===== src/rtcaw_consts.vh =====
// Register indices, field positions, reset values and timing for the RTC event logic
`ifndef RTCAW_CONSTS_VH
`define RTCAW_CONSTS_VH

// Register indices; byte address is four times the index
`define RTCAW_IDX_EVENT_FLAGS 20'hFFFF0
`define RTCAW_IDX_ALARM_SECONDS 20'hFFFF2
`define RTCAW_IDX_ALARM_MINUTES 20'hFFFF3
`define RTCAW_IDX_ALARM_HOURS 20'hFFFF4
`define RTCAW_IDX_ALARM_DATE 20'hFFFF5
`define RTCAW_IDX_INTERRUPT_CONTROL 20'hFFFF6
`define RTCAW_IDX_WATCHDOG_CONTROL 20'hFFFF7

// event_flags fields
`define RTCAW_FLG_WATCHDOG 7
`define RTCAW_FLG_ALARM 6
`define RTCAW_FLG_POWERFAIL 5
`define RTCAW_FLG_OSCFAIL 4
`define RTCAW_FLG_CAL 2
`define RTCAW_FLG_FREEZE 1
`define RTCAW_FLG_READ 0

// interrupt_control fields
`define RTCAW_IC_WDOG_EN 7
`define RTCAW_IC_ALARM_EN 6
`define RTCAW_IC_PFAIL_EN 5
`define RTCAW_IC_POLARITY 3
`define RTCAW_IC_PULSE 2

// watchdog_control fields
`define RTCAW_WD_STROBE 7
`define RTCAW_WD_LOCK 6

// Alarm field mask bit; set excludes the field from the match
`define RTCAW_ALM_MASK 7

// Reset values
`define RTCAW_RST_FLAGS 8'h00
`define RTCAW_RST_INTCTL 8'h08
`define RTCAW_RST_ALARM 8'h80

// Timing: tick period and interrupt pulse width
`define RTCAW_TICK_US 31250
`define RTCAW_PULSE_MS 200
`define RTCAW_PULSE_TICKS ((`RTCAW_PULSE_MS * 1000) / `RTCAW_TICK_US)

`endif


===== src/rtcaw_event_logic.v =====
// RTC alarm, watchdog, power-fail flags and interrupt pin driver with APB registers
//
// The APB slave port is this design's own decision.

`include "rtcaw_consts.vh"

module rtcaw_event_logic (
    // Clock and reset
    input wire sys_clk,
    input wire rst,
    // APB slave
    input wire psel,
    input wire penable,
    input wire pwrite,
    input wire [21:0] paddr,
    input wire [31:0] pwdata,
    output reg [31:0] prdata,
    output wire pready,
    output wire pslverr,
    // Oscillator and power monitor pins
    input wire oscTickPin,
    input wire oscRunningPin,
    input wire mainPowerPin,
    input wire powerFailPin,
    // Timekeeping core, same clock
    input wire [7:0] curSecond,
    input wire [7:0] curMinute,
    input wire [7:0] curHour,
    input wire [7:0] curDate,
    input wire oscFailSet,
    input wire [5:0] storedTimeout,
    // Interrupt pin
    output reg intOut,
    output reg intOe,
    // Alarm values as applied
    output wire [31:0] alarmApplied
);

    ////////////////////////////////////////////////////////////////////////
    // Address decode

    // Returns {hit, register index low nibble}
    function [4:0] decodeAddr;
        input [21:0] addr;
        begin
            decodeAddr = {(addr[21:6] == 16'hFFFF) && (addr[1:0] == 2'h0), addr[5:2]};
        end
    endfunction

    ////////////////////////////////////////////////////////////////////////
    // Pin synchronisers

    reg [3:0] syncA;
    reg [3:0] syncB;
    reg tickPrev;
    reg pfPrev;
    wire tickSync = syncB[0];
    wire oscRunning = syncB[1];
    wire mainPower = syncB[2];
    wire pfSync = syncB[3];

    // Synchronisers and edge history keep sampling through reset,
    // so a pin already high at release does not count as an edge
    always @(posedge sys_clk) begin
        syncA <= {powerFailPin, mainPowerPin, oscRunningPin, oscTickPin};
        syncB <= syncA;
        tickPrev <= tickSync;
        pfPrev <= pfSync;
    end

    // Watchdog only sees ticks while the oscillator runs
    wire tick = tickSync & ~tickPrev & oscRunning;
    wire pfEvent = pfSync & ~pfPrev;

    ////////////////////////////////////////////////////////////////////////
    // APB decode

    wire [4:0] dec = decodeAddr(paddr);
    wire [19:0] regIdx = {16'hFFFF, dec[3:0]};
    wire accessDone = psel & penable;
    wire allowed = mainPower;
    wire regHit = dec[4] && (regIdx == `RTCAW_IDX_EVENT_FLAGS
                  || (regIdx >= `RTCAW_IDX_ALARM_SECONDS && regIdx <= `RTCAW_IDX_WATCHDOG_CONTROL));
    wire wrOk = accessDone & pwrite & regHit & allowed;
    wire rdFlags = accessDone & ~pwrite & allowed & dec[4] && (regIdx == `RTCAW_IDX_EVENT_FLAGS);
    wire wrFlags = wrOk && (regIdx == `RTCAW_IDX_EVENT_FLAGS);
    wire wrIntCtl = wrOk && (regIdx == `RTCAW_IDX_INTERRUPT_CONTROL);
    wire wrWdog = wrOk && (regIdx == `RTCAW_IDX_WATCHDOG_CONTROL);
    wire wrAlarm = wrOk && (regIdx >= `RTCAW_IDX_ALARM_SECONDS) && (regIdx <= `RTCAW_IDX_ALARM_DATE);
    wire [1:0] almSel = dec[1:0] - 2'h2;

    reg errFlag;
    assign pready = 1'b1;
    assign pslverr = psel & penable & errFlag;

    ////////////////////////////////////////////////////////////////////////
    // Registers

    reg [7:0] flags;
    reg [7:0] intCtl;
    reg [5:0] wdTimeout;
    reg [7:0] almShadow [0:3];
    reg [7:0] almActive [0:3];
    reg freezePrev;
    reg [5:0] wdCount;
    reg loadPending;
    reg alarmPrev;
    integer i;

    wire freeze = flags[`RTCAW_FLG_FREEZE];
    // Reset image of the flag byte
    wire [7:0] rstFlags = `RTCAW_RST_FLAGS;

    ////////////////////////////////////////////////////////////////////////
    // Alarm comparator

    wire [7:0] curField [0:3];
    assign curField[0] = curSecond;
    assign curField[1] = curMinute;
    assign curField[2] = curHour;
    assign curField[3] = curDate;

    wire [3:0] fieldOk;
    wire [3:0] maskBits;
    genvar g;
    generate
        for (g = 0; g < 4; g = g + 1) begin : gField
            assign maskBits[g] = almActive[g][`RTCAW_ALM_MASK];
            // Field matches when excluded or equal
            assign fieldOk[g] = maskBits[g] | (almActive[g][6:0] == curField[g][6:0]);
            assign alarmApplied[8*g+7:8*g] = almActive[g];
        end
    endgenerate

    wire alarmMatch = (maskBits != 4'hF) & (&fieldOk);
    // One event per match, not one per cycle of the matching second
    wire alarmEvent = alarmMatch & ~alarmPrev;

    ////////////////////////////////////////////////////////////////////////
    // Watchdog

    wire wdEnabled = (wdTimeout != 6'h00);
    wire wdStrobe = wrWdog & pwdata[`RTCAW_WD_STROBE];
    wire [5:0] newTimeout = (wrWdog & ~pwdata[`RTCAW_WD_LOCK]) ? pwdata[5:0] : wdTimeout;
    wire wdEvent = wdEnabled & tick & ~wdStrobe & ~loadPending & (wdCount == 6'h01);

    always @(posedge sys_clk) begin
        if (rst) begin
            wdTimeout <= 6'h00;
            wdCount <= 6'h00;
            loadPending <= 1'b1;
        end else if (loadPending) begin
            // Stored timeout copied in the first cycle after every reset, counting starts
            wdTimeout <= storedTimeout;
            wdCount <= storedTimeout;
            loadPending <= 1'b0;
        end else begin
            wdTimeout <= newTimeout;
            if (wdStrobe) begin
                wdCount <= newTimeout;
            end else if (wdEvent) begin
                wdCount <= wdTimeout;
            end else if (tick && wdEnabled && wdCount != 6'h00) begin
                wdCount <= wdCount - 6'h01;
            end else if (wdEnabled && wdCount == 6'h00) begin
                wdCount <= wdTimeout;
            end
        end
    end

    ////////////////////////////////////////////////////////////////////////
    // Flags, control and alarm registers

    always @(posedge sys_clk) begin
        if (rst) begin
            flags[7:5] <= rstFlags[7:5];
            // Oscillator fail flag follows its own detector
            flags[`RTCAW_FLG_OSCFAIL] <= oscFailSet;
            flags[3:0] <= rstFlags[3:0];
            intCtl <= `RTCAW_RST_INTCTL;
            freezePrev <= 1'b0;
            alarmPrev <= 1'b0;
            for (i = 0; i < 4; i = i + 1) begin
                almShadow[i] <= `RTCAW_RST_ALARM;
                almActive[i] <= `RTCAW_RST_ALARM;
            end
        end else begin
            freezePrev <= freeze;
            alarmPrev <= alarmMatch;
            // Set wins over the read clear
            flags[`RTCAW_FLG_WATCHDOG] <= wdEvent | (flags[`RTCAW_FLG_WATCHDOG] & ~rdFlags);
            flags[`RTCAW_FLG_ALARM] <= alarmEvent | (flags[`RTCAW_FLG_ALARM] & ~rdFlags);
            flags[`RTCAW_FLG_POWERFAIL] <= pfEvent | (flags[`RTCAW_FLG_POWERFAIL] & ~rdFlags);
            if (oscFailSet) begin
                flags[`RTCAW_FLG_OSCFAIL] <= 1'b1;
            end else if (wrFlags && freeze && !pwdata[`RTCAW_FLG_OSCFAIL]) begin
                flags[`RTCAW_FLG_OSCFAIL] <= 1'b0;
            end
            flags[3] <= 1'b0;
            if (wrFlags) begin
                flags[2:0] <= pwdata[2:0];
            end
            if (wrIntCtl) begin
                intCtl <= pwdata[7:0] & 8'hEC;
            end
            if (wrAlarm) begin
                almShadow[almSel] <= pwdata[7:0];
            end
            // Alarm values applied when freeze drops
            if (freezePrev && !freeze) begin
                for (i = 0; i < 4; i = i + 1) begin
                    almActive[i] <= almShadow[i];
                end
            end
        end
    end

    ////////////////////////////////////////////////////////////////////////
    // APB read data, registered in the setup phase

    reg [7:0] rdByte;
    always @* begin
        rdByte = 8'h00;
        if (dec[4]) begin
            case (dec[3:0])
                4'h0: rdByte = flags;
                4'h2, 4'h3, 4'h4, 4'h5: rdByte = almShadow[almSel];
                4'h6: rdByte = intCtl;
                4'h7: rdByte = {2'h0, wdTimeout};
                default: rdByte = 8'h00;
            endcase
        end
    end

    always @(posedge sys_clk) begin
        if (rst) begin
            prdata <= 32'h00000000;
            errFlag <= 1'b0;
        end else if (psel && !penable) begin
            prdata <= allowed ? {24'h000000, rdByte} : 32'h00000000;
            errFlag <= ~regHit | ~allowed;
        end
    end

    ////////////////////////////////////////////////////////////////////////
    // Interrupt driver

    // Pulse length in ticks, cut to the counter width
    localparam [31:0] PULSE_TICKS_W = `RTCAW_PULSE_TICKS;
    localparam [2:0] PULSE_TICKS = PULSE_TICKS_W[2:0];
    reg [2:0] pulseCount;
    reg levelActive;
    reg pulseActive;

    wire srcActive = (flags[`RTCAW_FLG_WATCHDOG] & intCtl[`RTCAW_IC_WDOG_EN])
                   | (flags[`RTCAW_FLG_ALARM] & intCtl[`RTCAW_IC_ALARM_EN])
                   | (flags[`RTCAW_FLG_POWERFAIL] & intCtl[`RTCAW_IC_PFAIL_EN]);
    wire newEnabled = (wdEvent & intCtl[`RTCAW_IC_WDOG_EN])
                    | (alarmEvent & intCtl[`RTCAW_IC_ALARM_EN])
                    | (pfEvent & intCtl[`RTCAW_IC_PFAIL_EN]);
    wire pulseMode = intCtl[`RTCAW_IC_PULSE];

    always @(posedge sys_clk) begin
        if (rst) begin
            pulseCount <= 3'h0;
            pulseActive <= 1'b0;
            levelActive <= 1'b0;
        end else begin
            levelActive <= ~pulseMode & srcActive & ~rdFlags & mainPower;
            if (!pulseMode || rdFlags || !mainPower) begin
                pulseActive <= 1'b0;
                pulseCount <= 3'h0;
            end else if (!pulseActive && newEnabled) begin
                pulseActive <= 1'b1;
                pulseCount <= PULSE_TICKS;
            end else if (pulseActive && tick) begin
                if (pulseCount == 3'h1) begin
                    pulseActive <= 1'b0;
                end
                pulseCount <= pulseCount - 3'h1;
            end
        end
    end

    wire intActive = (levelActive | pulseActive) & mainPower;

    always @(posedge sys_clk) begin
        if (rst) begin
            intOut <= 1'b0;
            intOe <= 1'b0;
        end else if (intCtl[`RTCAW_IC_POLARITY]) begin
            // Push-pull active high, driven only on main power
            intOut <= intActive;
            intOe <= mainPower;
        end else begin
            // Open drain active low
            intOut <= 1'b0;
            intOe <= intActive;
        end
    end

endmodule // rtcaw_event_logic


===== config.mk =====
export PLATFORM = sky130hd
export DESIGN_NAME = rtcaw_event_logic
export DESIGN_NICKNAME = d
export VERILOG_FILES = /design/src/rtcaw_event_logic.v
export VERILOG_INCLUDE_DIRS = /design/src
export SDC_FILE = /design/constraint.sdc
export NUM_CORES = 1
export LEC_CHECK = 0
export BUFFER_PORTS_ARGS = -buffer_cell sky130_fd_sc_hd__buf_2
export CAP_MARGIN = 20
export CORE_MARGIN = 2
export CORE_UTILIZATION = 47
export CTS_CLUSTER_SIZE = 20
export DETAILED_ROUTE_END_ITERATION = 16
export PLACE_DENSITY = 0.86
export SLEW_MARGIN = 20
export SYNTH_ARGS = -nofsm -noshare
export SYNTH_HDL_FRONTEND = slang
export SYNTH_SLANG_ARGS = --single-unit

===== constraint.sdc =====
create_clock -name sys_clk -period 2 [get_ports sys_clk]
set_input_delay 0.2 -clock sys_clk [delete_from_list [all_inputs] [get_ports sys_clk]]
set_output_delay 0.2 -clock sys_clk [all_outputs]
set_load 0.01 [all_outputs]

Word-level counts from Yosys, hierarchy flattened. Memory sizes are Yosys's and may differ from the RTL's. Cells that the tools add are included.

Order comparisons: 3. Mux-type cells: 35. Eq/ne operators: 14. Reduce and logical (&&, ||, !) cells: 43. Add/sub/neg operators: 3. Bitwise operators: 61.

Operators by type and width (count): $mux W8 (7); $mux W6 (7); $le A20 B20 Y1 const B (2); $and A1 B1 Y1 (32); $pmux W8 S4 (1); $eq A7 B7 Y1 (4); $ge A20 B20 Y1 const B (1); $logic_and A1 B1 Y1 (18); $or A1 B1 Y1 (17); $eq A16 B16 Y1 const B (1); $eq A4 B3 Y1 const B (4); $mux W1 (15); $not A1 Y1 (12); $reduce_bool A6 Y1 (2); $mux W3 (3); $eq A4 B2 Y1 const B (2); $reduce_or A8 Y1 (1); $eq A6 B1 Y1 const B (1); $logic_not A1 Y1 (6); $logic_not A6 Y1 (1); $sub A6 B1 Y6 const B (1); $mux W5 (1); $reduce_bool A5 Y1 (1); $logic_not A4 Y1 (1); other kinds (14) (18).

Word-level logic and storage cells: 183. Memories kept: 2. Output and inout bits: 68. Register bits: 78. Memory bits (writable): 64.

Memory list: almActive (depth 4, width 8, read ports 4, clocked after Yosys merged registers in 0, wr ports 4, line rtcaw_event_logic.v:103) `reg [7:0] almActive [0:3];`; almShadow (depth 4, width 8, read ports 5, clocked after Yosys merged registers in 0, wr ports 4, line rtcaw_event_logic.v:102) `reg [7:0] almShadow [0:3];`.

Longest topological paths before layout.
Depth in word-level cells: 18. Depth in mapped cells: 9.

Worst setup path after synthesis. No wires, ideal clock.

Path kind: in2reg. Start point: input paddr[1]. End point: memory almShadow[0][0], enable pin. Cell stages on the path: 6. Data arrival time: 1834 ps. Library setup time: 310 ps. Slack: -144 ps. Path through: or3b_1 -> buf_2 -> nor4_4 -> nand4_2 -> nor4_2 -> or2_2.

RTL lines: from (decl) (line rtcaw_event_logic.v:15) `input wire [21:0] paddr,`; to (decl) (line rtcaw_event_logic.v:102).

==> impl_table.tex <==
\begin{tabular}{lr}
\hline
Metric & Value \\
\hline
\multicolumn{2}{l}{\textbf{Placement}} \\
\quad Input/output buffers & 116 \\
\quad Final weighted congestion in routability-driven placement & about 0.9 \\
\quad Placed insts & 835 \\
\quad HPWL after DPL & 10890 microns \\
\quad Worst setup slack before clock tree synthesis & -0.4997 ns \\
\quad Placed standard-cell area & 0.006793 sq mm \\
\multicolumn{2}{l}{\textbf{Hold path}} \\
\quad Min-delay worst type & primary input to flip-flop \\
\multicolumn{2}{l}{\textbf{Worst setup path}} \\
\quad Crit Path Category & flip-flop to flip-flop \\
\quad Critical path capture point type & flip-flop \\
\quad CP Launch Type & flip-flop \\
\quad Worst-path maximum fanout & 4 \\
\quad Required time of the critical path & between 2 and 2.5 ns \\
\quad Arrival time at the worst endpoint & 2.30 ns \\
\multicolumn{2}{l}{\textbf{Synthesis}} \\
\quad Post-Syn Instances & approximately 540 \\
\quad YS warnings & 0 \\
\quad Fraction of registers with async set/reset & 0 \\
\quad Cell type with the largest total area after synthesis & sky130\_fd\_sc\_hd\_\_edfxtp\_1 \\
\quad Synth top area cells & sky130\_fd\_sc\_hd\_\_edfxtp\_1 33\%, sky130\_fd\_sc\_hd\_\_dfxtp\_1 18\%, sky130\_fd\_sc\_hd\_\_and2\_1 6.0\%, sky130\_fd\_sc\_hd\_\_nand2\_1 3.5\%, sky130\_fd\_sc\_hd\_\_xor2\_1 3.3\% \\
\quad Share of Yosys cell area claimed by the top area cell type & 0.3332 \\
\quad EDFF count, synth & 65 \\
\quad Most used flip-flop cell after synthesis & sky130\_fd\_sc\_hd\_\_edfxtp\_1 \\
\quad Avg Inst Size Synth & 10.87 sq um \\
\quad Library cells used by synthesis & a little under 60 \\
\quad FF+latch count, synth & $\sim$120 \\
\quad Sequential cell area fraction in the yosys report & 0.5109 \\
\quad Cell Area, Synth & about 0.0059 sq mm \\
\multicolumn{2}{l}{\textbf{Detailed routing}} \\
\quad Detail Route Antenna Nets & 0 \\
\quad Via density per instance & approximately 5.4 \\
\quad Total Routed Length & 14840 microns \\
\quad Drc violations & 0 \\
\quad Violation count after the first detailed-route iteration & around 420 \\
\quad Per-cell routed wire length & between 15 and 20 microns \\
\quad Number of vias after detailed routing & 4738 \\
\quad Router iterations before antenna repair & 6 \\
\multicolumn{2}{l}{\textbf{Layout}} \\
\quad Most frequent cells in the layout & 116 x sky130\_fd\_sc\_hd\_\_buf\_2, 65 x sky130\_fd\_sc\_hd\_\_edfxtp\_1, 56 x sky130\_fd\_sc\_hd\_\_and2\_1 \\
\quad Share of final-layout standard cells stronger than drive strength 1 & 0.3163 \\
\quad Post-layout instance count excluding filler cells & just under 900 \\
\quad Non-Filler Cell Area, Final & 0.007531 sq mm \\
\quad Layout Nets & between 700 and 800 \\
\quad Utilization after layout & 0.6218 \\
\quad Leading cell type in the layout, fill and taps excluded & sky130\_fd\_sc\_hd\_\_buf\_2 \\
\quad Synthesis-to-finish area growth & 28.56\% \\
\quad Antenna cell count & 0 \\
\multicolumn{2}{l}{\textbf{Global route}} \\
\quad Number of antenna violations at the first check in global routing & 0 \\
\quad Overall global routing resource usage & 0.2254 \\
\quad Vias in the first global route & 4461 \\
\quad GR Overflow Total & 0 \\
\quad Global-route wire length before repair & $\sim$23000 microns \\
\quad Maximum number of pins on one net before global-route repair & 33 \\
\multicolumn{2}{l}{\textbf{Timing}} \\
\quad Setup repair after global routing missed its margin & true \\
\quad Worst Tran Pin Value & roughly 0.76 ns \\
\quad Setup TNS & 0 ns \\
\quad Setup violations, final & 0 \\
\quad Final Max Slew Viols & 0 \\
\quad Final number of hold-violating endpoints & 0 \\
\quad Timing-limited maximum frequency & 501.4 MHz \\
\quad Part of the cycle the worst path needs & 0.9973 \\
\quad Worst max-slew margin expressed relative to the limit & 0.4944 \\
\quad Min setup slack post-route & 0.005445 ns \\
\quad Layout Skew & $\sim$0.0074 ns \\
\quad Worst hold-check slack & $\sim$0.080 ns \\
\quad Final Critical Period & 1.995 ns \\
\multicolumn{2}{l}{\textbf{Floorplan}} \\
\quad Die Y & 115.6 microns \\
\quad Width of the die & 115.6 microns \\
\quad Starting Density & 0.4837 \\
\quad Site Rows & 40 \\
\quad Core outline area & about 0.012 sq mm \\
\quad DIE AREA & roughly 0.013 sq mm \\
\quad I/O Pins & 170 \\
\multicolumn{2}{l}{\textbf{Pwr}} \\
\quad Power density over the cells & approximately 800 mW/mm\^{}2 \\
\quad Worst vdd ir & 0.5449 mV \\
\quad Leakage component of the power & 3.079 nW \\
\quad Power after layout & 6.188 mW \\
\multicolumn{2}{l}{\textbf{Clock network}} \\
\quad Worst-Skew Late Latency & $\sim$0.42 ns \\
\quad Post-CTS clock slew at the launch and capture registers of the worst setup and hold paths & approximately 0.050 ns \\
\quad Number of buffers created by CTS & 17 \\
\quad CTS tree & done \\
\quad Clock Path Buffers & 2 \\
\quad Buffer type at the clock tree root & sky130\_fd\_sc\_hd\_\_clkbuf\_16 \\
\quad H-Tree Depth & 4 \\
\quad Number of clock sinks & 117 \\
\multicolumn{2}{l}{\textbf{Run status}} \\
\quad Result of the run & complete, no violations \\
\multicolumn{2}{l}{\textbf{Run}} \\
\quad Max-capacitance violation count & 0 \\
\hline
\end{tabular}
-- area by class of cell --
class / instances / area [sq um]
multi-input combinational: 389 / 2770
tap: 168 / 210.2
timing repair buffer: 157 / 942.2
fill: 896 / 4581
inverter: 10 / 37.54
sequential: 117 / 2994
clock inverter: 11 / 136.4
clock buffer: 21 / 440.4
-- cells by family (layout without fill, tap and decap cells) --
kind of cell	Yosys count	after routing	share of synthesized area
compound gates	73	73	0.08864
fa+ha+maj	5	5	0.01068
other cells	2	25	0.001282
buf+inv	56	199	0.05318
xor+xnor	34	34	0.05083
simple gates	228	228	0.2255
mux	24	24	0.05895
flops	117	117	0.5109
-- power breakdown --
group          total (mW)  internal (mW)  switching, mW  leakage (nW)
combinational       0.555          0.243          0.312          1.72
clock                2.97           1.94           1.03         0.274
sequential           2.66           2.61         0.0576          1.09
total                6.19           4.79           1.40          3.08
-- state kept, by name (all words and copies together) (netlist names), 3 cells and up --
signal and flops:
almActive 32, almShadow 32, prdata 8, flags 7
wdCount 6, wdTimeout 6, intCtl 5, syncA 4
syncB 4, pulseCount 3
-- routing by layer --
metal	up-vias	share of wire	global-route usage
li1	2194	-	-
met1	2231	0.41	0.2833
met2	276	0.49	0.3762
met3	37	0.082	0.05439
met4	0	0.019	0.09127
met5	-	0	0
-- what timing repair did --
item                                    4_1_cts  5_1_grt
buffers inserted                              1        0
endpoints found under the setup margin        6       48
pin swaps                                     6        2
hold endpoints to repair                      5        0
hold buffers                                  5        0
gates resized for setup                       8       12
-- Yosys cell counts (all sizes together), types with 5 or more instances --
cell type and n:
a21oi 16, a22oi 15, a31oi 10, and2 56
buf 33, clkbuf 13, dfxtp 52, edfxtp 65
ha 5, inv 10, mux2i 12, mux4 8
nand2 54, nand2b 8, nand3 20, nand4 7
nor2 30, nor2b 10, nor3 7, nor4 13
o211ai 5, o21a 6, or3 5, xnor2 12
xor2 22
-- worst max-delay path: stages, from the launching register on --
cell and delay (ns):
sky130_fd_sc_hd__edfxtp_1 0.41, sky130_fd_sc_hd__xor2_1 0.18, sky130_fd_sc_hd__nor4_2 0.31, sky130_fd_sc_hd__a41oi_2 0.21
sky130_fd_sc_hd__nor4_4 0.34, sky130_fd_sc_hd__buf_4 0.18, sky130_fd_sc_hd__nand3_4 0.11, sky130_fd_sc_hd__o2bb2ai_2 0.15
-- worst paths after layout --
path                         start            end  slack [ns]  cells after the start
setup / recovery   almActive[0][0]  pulseCount[0]       0.005                      7
hold / removal    storedTimeout[0]     wdCount[0]        0.08                      3
setup reg to reg   almActive[0][0]  pulseCount[0]       0.005                      7
hold reg to reg           syncA[1]       syncB[1]        0.33                      0
Power figures use the tool's default switching activity.
